<file path="config.mk">
export PLATFORM = sky130hd
export DESIGN_NAME = sar_readout
export DESIGN_NICKNAME = d
export VERILOG_FILES = /design/src/sar_pkg.sv /design/src/pin_sync.sv /design/src/sar_readout.sv
export SDC_FILE = /design/constraint.sdc
export NUM_CORES = 1
export LEC_CHECK = 0
export BUFFER_PORTS_ARGS = -buffer_cell sky130_fd_sc_hd__buf_2
export CORE_ASPECT_RATIO = 1.25
export CORE_MARGIN = 4
export CORE_UTILIZATION = 50
export CTS_CLUSTER_DIAMETER = 50
export DETAILED_ROUTE_END_ITERATION = 10
export GPL_TIMING_DRIVEN = 0
export PLACE_DENSITY = 0.78
export REMOVE_ABC_BUFFERS = 1
export SETUP_SLACK_MARGIN = 0.02
export SYNTH_ARGS = -nofsm -noshare
export SYNTH_HDL_FRONTEND = slang
export SYNTH_SLANG_ARGS = --single-unit
</file>
<file path="constraint.sdc">
create_clock -name ref_clk -period 2.6 [get_ports ref_clk]
set_clock_uncertainty 0.15 [all_clocks]
set_input_delay 0.26 -clock ref_clk [delete_from_list [all_inputs] [get_ports ref_clk]]
set_output_delay 0.26 -clock ref_clk [all_outputs]
set_load 0.02 [all_outputs]
</file>
<file path="src/sar_pkg.sv">
// Shared constants and types for the serial converter readout
package sar_pkg;
   localparam int RESULT_W = 16;
   localparam logic [4:0] MSB_IDX = 5'h0f;
   localparam logic [4:0] LSB_IDX = 5'h00;
   // Falling edges after select falls before the null bit is driven
   localparam logic [2:0] SAMPLE_EDGES = 3'h5;
   localparam logic [RESULT_W-1:0] CODE_ZERO = 16'h0000;
   localparam logic [RESULT_W-1:0] CODE_MID = 16'h8000;
   localparam logic [RESULT_W-1:0] CODE_FULL = 16'hffff;
   // Code step is the reference divided by this many steps
   localparam int CODE_STEPS = 65536;

   typedef enum logic [2:0] {
      ST_IDLE,
      ST_SAMPLE,
      ST_NULL,
      ST_MSB_FIRST,
      ST_LSB_FIRST,
      ST_DONE
   } seq_state_t;

   typedef struct packed {
      logic dat_o;
      logic dat_oe;
   } dout_pin_t;

   typedef struct packed {
      logic sel_n;
      logic sclk;
   } link_in_t;
endpackage : sar_pkg

</file>
<file path="src/pin_sync.sv">
// Three-stage synchroniser for the link input pins
`timescale 1ns/100ps
module pin_sync
(
   input wire logic ref_clk,
   input wire logic rstn,
   input wire sar_pkg::link_in_t pin_i,
   output sar_pkg::link_in_t stable_o
);
   sar_pkg::link_in_t s1_q;
   sar_pkg::link_in_t s2_q;
   sar_pkg::link_in_t s3_q;
   sar_pkg::link_in_t stable_q;
   // Select idles high so the sequencer wakes in idle
   localparam sar_pkg::link_in_t IDLE_PINS = 2'h2;

   // A change counts only once stages two and three agree
   wire sar_pkg::link_in_t agree_d = (s2_q ~^ s3_q);
   sar_pkg::link_in_t stable_d;
   assign stable_d.sel_n = agree_d.sel_n ? s3_q.sel_n : stable_q.sel_n;
   assign stable_d.sclk = agree_d.sclk ? s3_q.sclk : stable_q.sclk;

   always_ff @(posedge ref_clk or negedge rstn)
   begin
      if (!rstn)
      begin
         s1_q <= IDLE_PINS;
         s2_q <= IDLE_PINS;
         s3_q <= IDLE_PINS;
         stable_q <= IDLE_PINS;
      end
      else
      begin
         s1_q <= pin_i;
         s2_q <= s1_q;
         s3_q <= s2_q;
         stable_q <= stable_d;
      end
   end

   assign stable_o = stable_q;
endmodule : pin_sync

</file>
<file path="src/sar_readout.sv">
// Serial conversion sequencer and readout of the 16-bit converter
// Operation
// - Output bits change on serial_clock falling edges
// - Select falling starts conversion and transfer
// - First five clock periods sample, output tri-stated
// - Fifth falling edge drives one low null bit
// - Next sixteen periods shift result MSB first
// - After result_lsb, result repeats LSB first
// - After result_msb repeated, tri-state, ignore clocks
// - New conversion needs select high then low
// - Result coded as unsigned straight binary
// - Ideal codes FFFF, 8000, 7FFF, 0000
// - Code step is reference over 65536
// - Bits belong to current conversion, no pipeline
// - Select high powers down everything, incl logic
// - Raising select aborts cycle, delivered bits valid
`timescale 1ns/100ps
module sar_readout
(
   input wire logic ref_clk,
   input wire logic rstn,
   input wire logic sel_n,
   input wire logic serial_clock,
   input wire logic [15:0] sample_code,
   output logic dout_o,
   output logic dout_oe,
   output logic analog_pd,
   output logic digital_pd
);
   sar_pkg::link_in_t pins_raw;
   sar_pkg::link_in_t pins;
   sar_pkg::seq_state_t state_q;
   sar_pkg::seq_state_t state_d;
   logic sclk_prev_q;
   logic [2:0] edge_cnt_q;
   logic [2:0] edge_cnt_d;
   logic [4:0] bit_idx_q;
   logic [4:0] bit_idx_d;
   logic [sar_pkg::RESULT_W-1:0] result_q;
   logic [sar_pkg::RESULT_W-1:0] result_d;
   sar_pkg::dout_pin_t pin_q;
   sar_pkg::dout_pin_t pin_d;

   assign pins_raw.sel_n = sel_n;
   assign pins_raw.sclk = serial_clock;

   pin_sync u_sync
   (
      .ref_clk(ref_clk),
      .rstn(rstn),
      .pin_i(pins_raw),
      .stable_o(pins)
   );

   wire sclk_fall = sclk_prev_q & ~pins.sclk;
   wire sel_high = pins.sel_n;
   // Straight binary: the code is passed through untouched
   wire [sar_pkg::RESULT_W-1:0] code_in = sample_code;

   always_comb
   begin
      state_d = state_q;
      edge_cnt_d = edge_cnt_q;
      bit_idx_d = bit_idx_q;
      result_d = result_q;
      pin_d = pin_q;
      if (sel_high)
      begin
         // Any point of the cycle: abort and float the line
         state_d = sar_pkg::ST_IDLE;
         pin_d.dat_oe = 1'b0;
         pin_d.dat_o = 1'b0;
      end
      else
      begin
         case (state_q)
            sar_pkg::ST_IDLE:
            begin
               // Only a fresh low after high gets here
               state_d = sar_pkg::ST_SAMPLE;
               edge_cnt_d = '0;
               pin_d.dat_oe = 1'b0;
            end
            sar_pkg::ST_SAMPLE:
            begin
               if (sclk_fall)
               begin
                  edge_cnt_d = edge_cnt_q + 3'h1;
                  if (edge_cnt_q + 3'h1 == sar_pkg::SAMPLE_EDGES)
                  begin
                     // Hold the current sample for this cycle
                     result_d = code_in;
                     state_d = sar_pkg::ST_NULL;
                     pin_d.dat_oe = 1'b1;
                     pin_d.dat_o = 1'b0;
                  end
               end
            end
            sar_pkg::ST_NULL:
            begin
               if (sclk_fall)
               begin
                  state_d = sar_pkg::ST_MSB_FIRST;
                  bit_idx_d = sar_pkg::MSB_IDX;
                  pin_d.dat_o = result_q[sar_pkg::MSB_IDX[3:0]];
               end
            end
            sar_pkg::ST_MSB_FIRST:
            begin
               if (sclk_fall)
               begin
                  if (bit_idx_q == sar_pkg::LSB_IDX)
                  begin
                     // result_lsb is sent twice back to back
                     state_d = sar_pkg::ST_LSB_FIRST;
                     pin_d.dat_o = result_q[sar_pkg::LSB_IDX[3:0]];
                  end
                  else
                  begin
                     bit_idx_d = bit_idx_q - 5'h01;
                     pin_d.dat_o = result_q[bit_idx_d[3:0]];
                  end
               end
            end
            sar_pkg::ST_LSB_FIRST:
            begin
               if (sclk_fall)
               begin
                  if (bit_idx_q == sar_pkg::MSB_IDX)
                  begin
                     state_d = sar_pkg::ST_DONE;
                     pin_d.dat_oe = 1'b0;
                     pin_d.dat_o = 1'b0;
                  end
                  else
                  begin
                     bit_idx_d = bit_idx_q + 5'h01;
                     pin_d.dat_o = result_q[bit_idx_d[3:0]];
                  end
               end
            end
            default:
            begin
               // Further clocks have no effect until select rises
               pin_d.dat_oe = 1'b0;
            end
         endcase
      end
   end

   always_ff @(posedge ref_clk or negedge rstn)
   begin
      if (!rstn)
      begin
         state_q <= sar_pkg::ST_IDLE;
         sclk_prev_q <= 1'b0;
         edge_cnt_q <= '0;
         bit_idx_q <= '0;
         result_q <= sar_pkg::CODE_ZERO;
         pin_q <= '0;
      end
      else
      begin
         state_q <= state_d;
         sclk_prev_q <= pins.sclk;
         edge_cnt_q <= edge_cnt_d;
         bit_idx_q <= bit_idx_d;
         result_q <= result_d;
         pin_q <= pin_d;
      end
   end

   assign dout_o = pin_q.dat_o;
   assign dout_oe = pin_q.dat_oe;
   // Power hints; the analog side sleeps once shifting ends
   assign digital_pd = sel_high;
   assign analog_pd = sel_high | (state_q == sar_pkg::ST_DONE);

   a_float_when_sel: assert property (@(posedge ref_clk) disable iff (!rstn)
      $rose(sel_high) |=> !dout_oe)
      else $error("output driven after select rose");
   a_sample_tristate: assert property (@(posedge ref_clk) disable iff (!rstn)
      (state_q == sar_pkg::ST_SAMPLE) |-> !dout_oe)
      else $error("output driven during sampling");
   a_null_is_low: assert property (@(posedge ref_clk) disable iff (!rstn)
      (state_q == sar_pkg::ST_NULL) |-> dout_oe && !dout_o)
      else $error("null bit not low");
   a_change_on_fall: assert property (@(posedge ref_clk) disable iff (!rstn)
      (!sel_high && $changed(dout_o) && !$past(sel_high)) |-> $past(sclk_fall))
      else $error("data changed without falling edge");
   a_done_floats: assert property (@(posedge ref_clk) disable iff (!rstn)
      (state_q == sar_pkg::ST_DONE) |-> !dout_oe && analog_pd)
      else $error("output driven after reversed msb");
   a_msb_first_bit: assert property (@(posedge ref_clk) disable iff (!rstn)
      (state_q == sar_pkg::ST_NULL && sclk_fall && !sel_high) |=> dout_o == result_q[15])
      else $error("first data bit not msb");
   a_lsb_twice: assert property (@(posedge ref_clk) disable iff (!rstn)
      ($rose(state_q == sar_pkg::ST_LSB_FIRST)) |-> dout_o == result_q[0])
      else $error("reversed sequence not lsb first");
   a_idle_after_sel: assert property (@(posedge ref_clk) disable iff (!rstn)
      sel_high |=> state_q == sar_pkg::ST_IDLE)
      else $error("sequencer not idle after select high");
   a_digital_pd: assert property (@(posedge ref_clk) disable iff (!rstn)
      digital_pd == sel_high)
      else $error("power down does not follow select");
   a_done_holds: assert property (@(posedge ref_clk) disable iff (!rstn)
      (state_q == sar_pkg::ST_DONE && !sel_high) |=> state_q == sar_pkg::ST_DONE)
      else $error("sequencer left done without select high");
   // The last forward bit must stay on the line for a second period
   a_lsb_repeat: assert property (@(posedge ref_clk) disable iff (!rstn)
      (state_q == sar_pkg::ST_MSB_FIRST && bit_idx_q == sar_pkg::LSB_IDX
         && sclk_fall && !sel_high) |=> dout_oe && dout_o == $past(dout_o))
      else $error("lsb not repeated");
   a_capture_now: assert property (@(posedge ref_clk) disable iff (!rstn)
      (state_q == sar_pkg::ST_SAMPLE && sclk_fall && !sel_high
         && edge_cnt_q == sar_pkg::SAMPLE_EDGES - 3'h1)
      |=> state_q == sar_pkg::ST_NULL && result_q == $past(code_in))
      else $error("result not taken at end of sampling");

   c_full_frame: cover property (@(posedge ref_clk) disable iff (!rstn)
      state_q == sar_pkg::ST_DONE);
   c_short_cycle: cover property (@(posedge ref_clk) disable iff (!rstn)
      state_q == sar_pkg::ST_MSB_FIRST ##1 sel_high);
   c_reverse: cover property (@(posedge ref_clk) disable iff (!rstn)
      $rose(state_q == sar_pkg::ST_LSB_FIRST));
   c_abort_sample: cover property (@(posedge ref_clk) disable iff (!rstn)
      state_q == sar_pkg::ST_SAMPLE ##1 sel_high);
endmodule : sar_readout

</file>
==> results of run 1 <==
how the worst max path moves through the flow:
| stage | slack, ps | startpoint | to |
|---|---|---|---|
| after detailed placement | -470 | bit_idx_q[0]$_DFFE_PN0P_ | bit_idx_q[2]$_DFFE_PN0P_ |
| after global placement | -480 | bit_idx_q[0]$_DFFE_PN0P_ | bit_idx_q[2]$_DFFE_PN0P_ |
| after global routing | -80 | bit_idx_q[1]$_DFFE_PN0P_ | bit_idx_q[2]$_DFFE_PN0P_ |
| after floorplan | -260 | bit_idx_q[0]$_DFFE_PN0P_ | bit_idx_q[2]$_DFFE_PN0P_ |
| final | -30 | bit_idx_q[1]$_DFFE_PN0P_ | bit_idx_q[2]$_DFFE_PN0P_ |
| after CTS | -40 | bit_idx_q[1]$_DFFE_PN0P_ | bit_idx_q[2]$_DFFE_PN0P_ |
sequential cells by signal (all words and copies together), names as in the netlist:
name,flops
bit_idx_q,5
state_q,3
edge_cnt_q,3
u_sync.s2_q,2
u_sync.stable_o,2
sclk_prev_q,1
dout_o,1
u_sync.s3_q,2
u_sync.s1_q,2
dout_oe,1
result_q,16
cells in the mapped netlist, types with 2 or more instances:
| library cell | number |
|---|---|
| sky130_fd_sc_hd__a21boi_0 | 2 |
| sky130_fd_sc_hd__nor2b_1 | 3 |
| sky130_fd_sc_hd__nand2b_1 | 6 |
| sky130_fd_sc_hd__mux2i_1 | 3 |
| sky130_fd_sc_hd__o21ai_0 | 10 |
| sky130_fd_sc_hd__or2_2 | 2 |
| sky130_fd_sc_hd__and3_1 | 3 |
| sky130_fd_sc_hd__inv_1 | 7 |
| sky130_fd_sc_hd__ha_1 | 5 |
| sky130_fd_sc_hd__nand2_1 | 10 |
| sky130_fd_sc_hd__buf_2 | 4 |
| sky130_fd_sc_hd__o32ai_1 | 2 |
| sky130_fd_sc_hd__a31oi_1 | 4 |
| sky130_fd_sc_hd__maj3_1 | 2 |
| sky130_fd_sc_hd__xor2_1 | 3 |
| sky130_fd_sc_hd__nand3_1 | 4 |
| sky130_fd_sc_hd__nor2_1 | 12 |
| sky130_fd_sc_hd__mux2_2 | 18 |
| sky130_fd_sc_hd__a21oi_1 | 11 |
| sky130_fd_sc_hd__xnor2_1 | 2 |
| sky130_fd_sc_hd__clkbuf_1 | 6 |
| sky130_fd_sc_hd__nor3_1 | 2 |
| sky130_fd_sc_hd__o211ai_1 | 2 |
| sky130_fd_sc_hd__dfstp_2 | 4 |
| sky130_fd_sc_hd__dfrtp_1 | 34 |
| sky130_fd_sc_hd__mux4_2 | 8 |
where the power goes:
part / total (mW) / internal (mW) / leakage, nW / switching [mW]
Clock: 0.607 / 0.384 / 0.0683 / 0.223
Combinational: 1.06 / 0.591 / 0.541 / 0.465
Sequential: 0.940 / 0.758 / 0.460 / 0.182
critical path: stages (launching register included):
cell and delay (ps):
sky130_fd_sc_hd__dfrtp_2 450, sky130_fd_sc_hd__ha_4 190, sky130_fd_sc_hd__and3_4 180, sky130_fd_sc_hd__ha_4 170, sky130_fd_sc_hd__or4b_4 500, sky130_fd_sc_hd__a211o_4 370, sky130_fd_sc_hd__a21oi_4 170, sky130_fd_sc_hd__o221ai_2 120
sky130_fd_sc_hd__a22o_1 240
metal layers:
| metal | vias to the layer above | wire length (um) | track usage, % |
|---|---|---|---|
| li1 | 773 | - | - |
| met1 | 792 | 1780 | 20.6 |
| met2 | 38 | 2280 | 31.0 |
| met3 | 11 | 202 | 3.97 |
| met4 | 0 | 110 | 8.13 |
| met5 | - | 0 | 0 |
per-stage QoR:
| stage | TNS (ps) | area, sq um |
|---|---|---|
| after floorplan | -510 | 2100 |
| after global placement | -2170 | 2290 |
| after detailed placement | -2230 | 2290 |
| after CTS | -43.5 | 2520 |
| after global routing | -87.3 | 2570 |
| final | -25.8 | 2570 |
what timing repair did:
item / in CTS / in global routing
endpoints found under the setup margin: 22 / 5
endpoints found under the hold margin: 36 / 0
hold buffers: 3 / 0
resized for setup: 6 / 4
setup buffers: 5 / 3
pin swaps: 1 / 2
logic make-up (layout without fill, tap and decap cells):
| kind of cell | count (synthesis) | after routing | synth area share (%) |
|---|---|---|---|
| simple gates | 50 | 50 | 12.4 |
| flops | 38 | 38 | 44.3 |
| compound gates | 45 | 45 | 14.6 |
| mux | 29 | 29 | 19.1 |
| xor+xnor | 5 | 5 | 2.03 |
| fa+ha+maj | 7 | 7 | 3.83 |
| buf+inv | 18 | 49 | 3.71 |
cell type report:
cell class	instances	area, sq um	share of cell area (%)
Clock buffer	5	68.8	2.68
Clock inverter	3	68.8	2.68
Inverter	7	26.3	1.02
Multi-Input combinational cell	136	1170	45.5
Sequential cell	38	958	37.3
Tap cell	56	70.1	2.73
Timing Repair Buffer	34	205	8.00
==> flow_summary.ini, run 1 <==
[placement]
pre_cts_slack_ps = -473
dp.final_hpwl_um = 2860
place.gp.congestion = 0.827
buffer_ports.inserted = 23
place_inst = 260

[cells_and_area]
finish.utilization_pct = 62.1
fraction_of_final_layout_cells_with_drive_strength_greater_than_1_pct = 38.1
layout_commonest_cell = sky130_fd_sc_hd__dfrtp_1
most-common-layout-cells = 32 x sky130_fd_sc_hd__dfrtp_1, 23 x sky130_fd_sc_hd__buf_2, 18 x sky130_fd_sc_hd__mux2_2
nets = 247
num-fill-cells = 334
num_antenna_cells = 0
syn_to_final_growth_pct = 18.9
post_route_non_filler_standard_cell_count = 279

[global_routing]
grt_pass1_wl_um = 7310
grt.overflow.total = 0
grt_antenna_before_repair = 0
global_route.usage.total_pct = 17.8
grt_pass1_vias = 1603
grt_max_degree = 39

[synth]
postSynth.topFlopCell = sky130_fd_sc_hd__dfrtp_1
post_synth_inst_count = 192
postSynthRegisterBits = 38
synth_largest_area_cell = sky130_fd_sc_hd__dfrtp_1
synthTopCellsByArea = sky130_fd_sc_hd__dfrtp_1 39%, sky130_fd_sc_hd__mux2_2 9.4%, sky130_fd_sc_hd__mux4_2 8.3%
synth_enable_flop_cells = 0
synth.distinct_cells = 49
avgSynthCellArea_sq_um = 11.2
synth_top_area_share_pct = 39.4
synth-warning-count = 0
synth_sequential_area_ratio_pct = 44.3
mappedNetlistArea_sq_um = 2160
async_flop_share_pct = 100

[power_and_ir_drop]
cellLeakagePower_nw = 1.07
p_per_area_nw_per_um2 = 1010
max-vdd-ir-drop_v = 0.000634
total_power_mw = 2.60

[die]
top_level_port_count = 24
placementRows = 26
die-width_um = 66.8
design.die.area_sq_um = 5440
chipHeight_um = 81.5
initial_core_util_pct = 52.2
core_region_area_sq_um = 4130

[critical_path]
setup.worst_path.start_class = register
cp.required_ps = 2650
setup_slack_reg_to_reg_ps = -30
endpoint_kind = register
r2r_end = bit_idx_q[2]$_DFFE_PN0P_
worst_r2r_path_depth = 8
worstPathArrival_ps = 2670
worst_r2r_startpoint = bit_idx_q[1]$_DFFE_PN0P_
timing.setup.critical_path_class = reg2reg
path_max_fanout = 5

[timing]
setup_viol = 1
worstMarginPinSlew_ps = 824
share_of_the_cycle_needed_by_the_critical_path_after_routing_pct = 101
maxSlewViolCount = 0
layout_setup_ws_ps = -25.8
grt_setup_unrepaired = yes
clock.fmax_mhz = 381
hold_viol = 0
worst_slew_margin_rel_pct = 45.0
final.min_clock_period_ps = 2630
finalHoldWorstSlack_ps = 33.2

[route]
remaining_drc_errors = 0
first_iter_violations = 107
drt_pass1_iterations = 4
detail_route.wirelength_um = 4370
ant_nets = 0
route.vias.total = 1614
detail_route.wl_per_cell_um = 15.7
routed_via_density = 5.78

[clock_tree]
tritoncts_clock_tree = yes
cts_made_buffers = 5
htree_depth = 2
tritoncts_num_sinks = 38
clk_path_buf_depth = 2
worst_skew_pair.late_latency_ps = 300
cts.root.buffer_cell = sky130_fd_sc_hd__clkbuf_8
clkTransAtPathRegs_ps = 80

[worst_hold_path]
hold_path_startpoint = sample_code[9]
hold_end = result_q[9]$_DFFE_PN0P_
hold_path_class = in2reg
cell_depth_of_the_worst_hold_path = 2

[outcome]
status = complete, but fails checks
violations = setup timing

[flow_run]
max_cap_violations = 0
No activity file was read; power rests on OpenSTA's default activity.
==> run 2: changes to the inputs <==
CORE_MARGIN = unset   (was 4)
PLACE_DENSITY = 0.76   (was 0.78)
clock period = 3.3 ns   (was 2.6 ns; I/O delays follow)
==> flow_summary.ini, run 2 (synthesis gave the netlist of run 1 again) <==
[outcome]
status = complete, but fails checks
violations = hold timing

[cells_and_area]
biggestRegsByFlops = result_q (16), bit_idx_q (5)
num_antenna_cells = 0
layout_commonest_cell = sky130_fd_sc_hd__dfrtp_1
nets = 238
finish.utilization_pct = 59.8
largest_register = result_q
syn_to_final_growth_pct = 13.6
largest_register_ff_count = 16
most-common-layout-cells = 34 x sky130_fd_sc_hd__dfrtp_1, 23 x sky130_fd_sc_hd__buf_2, 18 x sky130_fd_sc_hd__mux2_2
fraction_of_final_layout_cells_with_drive_strength_greater_than_1_pct = 32.2

[clock_tree]
clk_path_buf_depth = 2
htree_depth = 2
cts_made_buffers = 5
cts.root.buffer_cell = sky130_fd_sc_hd__clkbuf_8
tritoncts_clock_tree = yes
tritoncts_num_sinks = 38
worst_skew_pair.late_latency_ps = 290
ctsResizeCount = 0
clkTransAtPathRegs_ps = 80

[critical_path]
cp.buffers_inverters = 0
worstPathArrival_ps = 3130
critical_path.most_common_cell = sky130_fd_sc_hd__ha_1
path_cells = ha_1 -> and3_1 -> ha_1 -> or4b_4 -> a211o_4 -> a21oi_4 -> o221ai_2 -> a22o_1
worst_r2r_startpoint = bit_idx_q[0]$_DFFE_PN0P_
setup.worst_path.start_class = register
r2r_end = bit_idx_q[2]$_DFFE_PN0P_
critical_path.top_delay_family = compound AO/OA/AOI/OAI gates
worst_stage_delay_on_the_critical_path_ps = 570
critical-path-slowest-cell = sky130_fd_sc_hd__dfrtp_1
endpoint_kind = register
setup_slack_reg_to_reg_ps = 210
timing.setup.critical_path_class = reg2reg
path_max_fanout = 12
cp.required_ps = 3340
worst_r2r_path_depth = 8

[power_and_ir_drop]
max-vdd-ir-drop_v = 0.000401
switching_share_pct = 33.1
power_frac_clock_pct = 24.4
power_switching_mw = 0.663
cellLeakagePower_nw = 1.03
share_seq_of_total_power_pct = 37.5
total_power_mw = 2.00
p_per_area_nw_per_um2 = 817
cellInternalPower_mw = 1.34
comb_power_share_pct = 38.1

[timing]
share_of_the_cycle_needed_by_the_critical_path_after_routing_pct = 93.7
finalHoldWorstSlack_ps = -30.8
maxSlewViolCount = 0
worst_slew_margin_rel_pct = 34.6
worstMarginPinSlew_ps = 968
totalNegativeSetupSlack_ps = 0
grt_setup_unrepaired = no
setup_viol = 0
final.min_clock_period_ps = 3090
hold_viol = 34
clock.fmax_mhz = 324

[placement]
dp.final_hpwl_um = 2950
buffer_ports.inserted = 23
place.gp.congestion = 0.806

[die]
initial_core_util_pct = 52.7
core_region_area_sq_um = 4100
die-width_um = 60.8
placementRows = 26
chipHeight_um = 75.5
top_level_port_count = 24
design.die.area_sq_um = 4590

[global_routing]
grt_pass1_vias = 1627
grt_max_degree = 39
global_route.usage.total_pct = 21.9
grt_antenna_before_repair = 0
grt.overflow.total = 0
grt_pass1_wl_um = 7320

[worst_hold_path]
hold_path_class = in2async

[route]
route.vias.total = 1580
routed_via_density = 5.85
detail_route.wl_per_cell_um = 15.6
remaining_drc_errors = 0
first_iter_violations = 117
ant_nets = 0
drt_pass1_iterations = 4
detail_route.wirelength_um = 4210

[flow_run]
max_cap_violations = 0
==> run 2: through the flow <==
stage                     worst slack (ps)  cells  cell area (sq um)
after global routing                  60.6    270               2450
final                                  209    270               2450
after detailed placement               214    260               2290
after CTS                              203    270               2450
after global placement                 228    260               2290
after floorplan                        436    181               2100
==> run 2: worst max-delay path by stage <==
| stage | from | end | slack, ps | depth (start not counted) |
|---|---|---|---|---|
| floorplan | bit_idx_q[0]$_DFFE_PN0P_ | bit_idx_q[2]$_DFFE_PN0P_ | 440 | 8 |
| global placement | bit_idx_q[0]$_DFFE_PN0P_ | bit_idx_q[2]$_DFFE_PN0P_ | 230 | 8 |
| detailed placement | bit_idx_q[0]$_DFFE_PN0P_ | bit_idx_q[2]$_DFFE_PN0P_ | 210 | 8 |
| CTS | bit_idx_q[0]$_DFFE_PN0P_ | bit_idx_q[2]$_DFFE_PN0P_ | 200 | 8 |
| global route | bit_idx_q[0]$_DFFE_PN0P_ | bit_idx_q[2]$_DFFE_PN0P_ | 60 | 8 |
| finish | bit_idx_q[0]$_DFFE_PN0P_ | bit_idx_q[2]$_DFFE_PN0P_ | 210 | 8 |
==> run 2: final cells by class <==
type	instances	area, sq um
Sequential cell	38	956
Timing Repair Buffer	25	135
Clock buffer	6	82.6
Multi-Input combinational cell	136	1120
Clock inverter	2	60.1
Tap cell	56	70.1
Fill cell	349	1650
Inverter	7	26.3
==> run 2: routing by layer <==
metal / routed length, um / track usage [%] / part of all wire (%) / vias to the layer above
met5: 0 / 0 / 0 / -
met4: 81 / 10.4 / 1.9 / 0
met3: 190 / 4.92 / 4.5 / 7
met2: 2170 / 38.2 / 52 / 46
met1: 1770 / 25.4 / 42 / 776
li1: - / - / - / 751
==> run 2: power by group through the flow <==
stage	clock network, mW	registers (mW)	logic [mW]
6_report	0.489	0.751	0.764
5_1_grt	0.512	0.776	0.842
4_1_cts	0.495	0.750	0.768
3_5_place_dp	0	0.757	0.753
3_3_place_gp	0	0.749	0.730
2_1_floorplan	0	0.709	0.620
==> run 2: timing repair <==
item                      in CTS  in global routing
hold buffers                   2                  0
buffers inserted               0                  0
hold endpoints to repair       2                  0
==> run 3: changes to the inputs <==
--- a/config.mk
+++ b/config.mk
@@ -12,4 +12,5 @@
 export DETAILED_ROUTE_END_ITERATION = 10
 export GPL_TIMING_DRIVEN = 0
+export MAX_ROUTING_LAYER = met4
 export PLACE_DENSITY = 0.76
 export REMOVE_ABC_BUFFERS = 1
==> constraint.sdc (replaced) <==
create_clock -name ref_clk -period 3.3 [get_ports ref_clk]
set_clock_uncertainty 0.15 [all_clocks]
set_input_delay 0.66 -clock ref_clk [delete_from_list [all_inputs] [get_ports ref_clk]]
set_output_delay 0.66 -clock ref_clk [all_outputs]
set_load 0.02 [all_outputs]
==> flow_summary.ini, run 3 (synthesis gave the netlist of run 1 again) <==
[outcome]
status = finished clean

[global_routing]
grt_pass1_wl_um = 7270
grt.overflow.total = 0
grt_antenna_before_repair = 0
grt_pass1_vias = 1599
grt_max_degree = 39
global_route.usage.total_pct = 22.4

[power_and_ir_drop]
cellLeakagePower_nw = 1.02
p_per_area_nw_per_um2 = 824
max-vdd-ir-drop_v = 0.000402
total_power_mw = 2.00

[route]
routed_via_density = 5.82
first_iter_violations = 118
detail_route.wl_per_cell_um = 15.6
route.vias.total = 1561
drt_pass1_iterations = 4
ant_nets = 0
detail_route.wirelength_um = 4190
remaining_drc_errors = 0

[placement]
place.gp.congestion = 0.818
detailed_place.area_sq_um = 2290
buffer_ports.inserted = 23
dp.final_hpwl_um = 2950

[clock_tree]
tritoncts_num_sinks = 38
clk_path_buf_depth = 2
ctsResizeCount = 0
worst_skew_pair.late_latency_ps = 300
cts.root.buffer_cell = sky130_fd_sc_hd__clkbuf_8
clkTransAtPathRegs_ps = 80
htree_depth = 2
cts_made_buffers = 5
post_cts_buffers = 0
holdBufCountCts = 0
tritoncts_clock_tree = yes

[cells_and_area]
syn_to_final_growth_pct = 12.7
final-seq-area_sq_um = 956
layout_commonest_cell = sky130_fd_sc_hd__dfrtp_1
fraction_of_final_layout_cells_with_drive_strength_greater_than_1_pct = 32.5
layout.cell_area.non_filler_sq_um = 2430
biggestRegsByFlops = result_q (16), bit_idx_q (5)
num_antenna_cells = 0
largest_register = result_q
largest_register_ff_count = 16
num-fill-cells = 353
total_area_of_multi_input_combinational_cells_sq_um = 1120
most-common-layout-cells = 34 x sky130_fd_sc_hd__dfrtp_1, 23 x sky130_fd_sc_hd__buf_2, 18 x sky130_fd_sc_hd__mux2_2
nets = 236

[timing]
worst_slew_margin_rel_pct = 34.4
setup_viol = 0
hold_viol = 0
totalNegativeSetupSlack_ps = 0
clock.fmax_mhz = 324
share_of_the_cycle_needed_by_the_critical_path_after_routing_pct = 93.5
maxSlewViolCount = 0
worstMarginPinSlew_ps = 971
grt_setup_unrepaired = no
final.min_clock_period_ps = 3090

[critical_path]
setup_slack_reg_to_reg_ps = 210
setup.worst_path.start_class = register
endpoint_kind = register
worstPathArrival_ps = 3130
timing.setup.critical_path_class = reg2reg
worstSetupStartpoint = bit_idx_q[0]$_DFFE_PN0P_
r2r_end = bit_idx_q[2]$_DFFE_PN0P_
path_max_fanout = 12
worst_r2r_path_depth = 8
worst_r2r_startpoint = bit_idx_q[0]$_DFFE_PN0P_
cp.required_ps = 3340

[worst_hold_path]
hold_end = u_sync.s2_q[0]$_DFF_PN0_
hold_path_startpoint = u_sync.s1_q[0]$_DFF_PN0_
hold_path_class = reg2reg
cell_depth_of_the_worst_hold_path = 0

[die]
die-width_um = 60.8
core_region_area_sq_um = 4100
initial_core_util_pct = 52.7
chipHeight_um = 75.5
design.die.area_sq_um = 4590
placementRows = 26
top_level_port_count = 24

[flow_run]
max_cap_violations = 0
run 3: through the flow:
step	hold slack (ps)	setup WS [ps]	utilization, %	instances
after global placement	184	228	55.9	260
after CTS	199	203	59.3	268
after global routing	210	60.6	59.3	268
final	195	214	59.3	268
after floorplan	181	436	-	181
after detailed placement	187	214	55.9	260
run 3: per-layer routing:
layer | part of all wire [%] | vias to the layer above | track usage, %
li1 | - | 748 | -
met1 | 43 | 759 | 25.6
met2 | 51 | 47 | 37.5
met3 | 4.3 | 7 | 4.92
met4 | 1.9 | 0 | 10.1
met5 | 0 | - | -
run 3: how the worst max path moves through the flow:
stage | end | slack (ps) | cells past startpoint
floorplan | bit_idx_q[2]$_DFFE_PN0P_ | 440 | 8
global placement | bit_idx_q[2]$_DFFE_PN0P_ | 230 | 8
detailed placement | bit_idx_q[2]$_DFFE_PN0P_ | 210 | 8
CTS | bit_idx_q[2]$_DFFE_PN0P_ | 200 | 8
global route | bit_idx_q[2]$_DFFE_PN0P_ | 60 | 8
finish | bit_idx_q[2]$_DFFE_PN0P_ | 210 | 8
run 3: power breakdown:
part	leakage, nW	switching (mW)	internal [mW]
clock	0.0714	0.167	0.322
combinational	0.489	0.342	0.422
sequential	0.463	0.156	0.595
run 3: critical path, cell delays in order (launching register included):
cell and delay (ps):
sky130_fd_sc_hd__dfrtp_1 560, sky130_fd_sc_hd__ha_1 360, sky130_fd_sc_hd__and3_1 210, sky130_fd_sc_hd__ha_1 230, sky130_fd_sc_hd__or4b_4 510, sky130_fd_sc_hd__a211o_4 390, sky130_fd_sc_hd__a21oi_4 200, sky130_fd_sc_hd__o221ai_2 130
sky130_fd_sc_hd__a22o_1 230
run 3: final cells by class:
type	count	share of cell area, %
multi-input combinational	136	46.1
timing repair buffer	23	4.73
tap	56	2.88
inverter	7	1.08
clock inverter	2	2.47
clock buffer	6	3.40
sequential	38	39.3
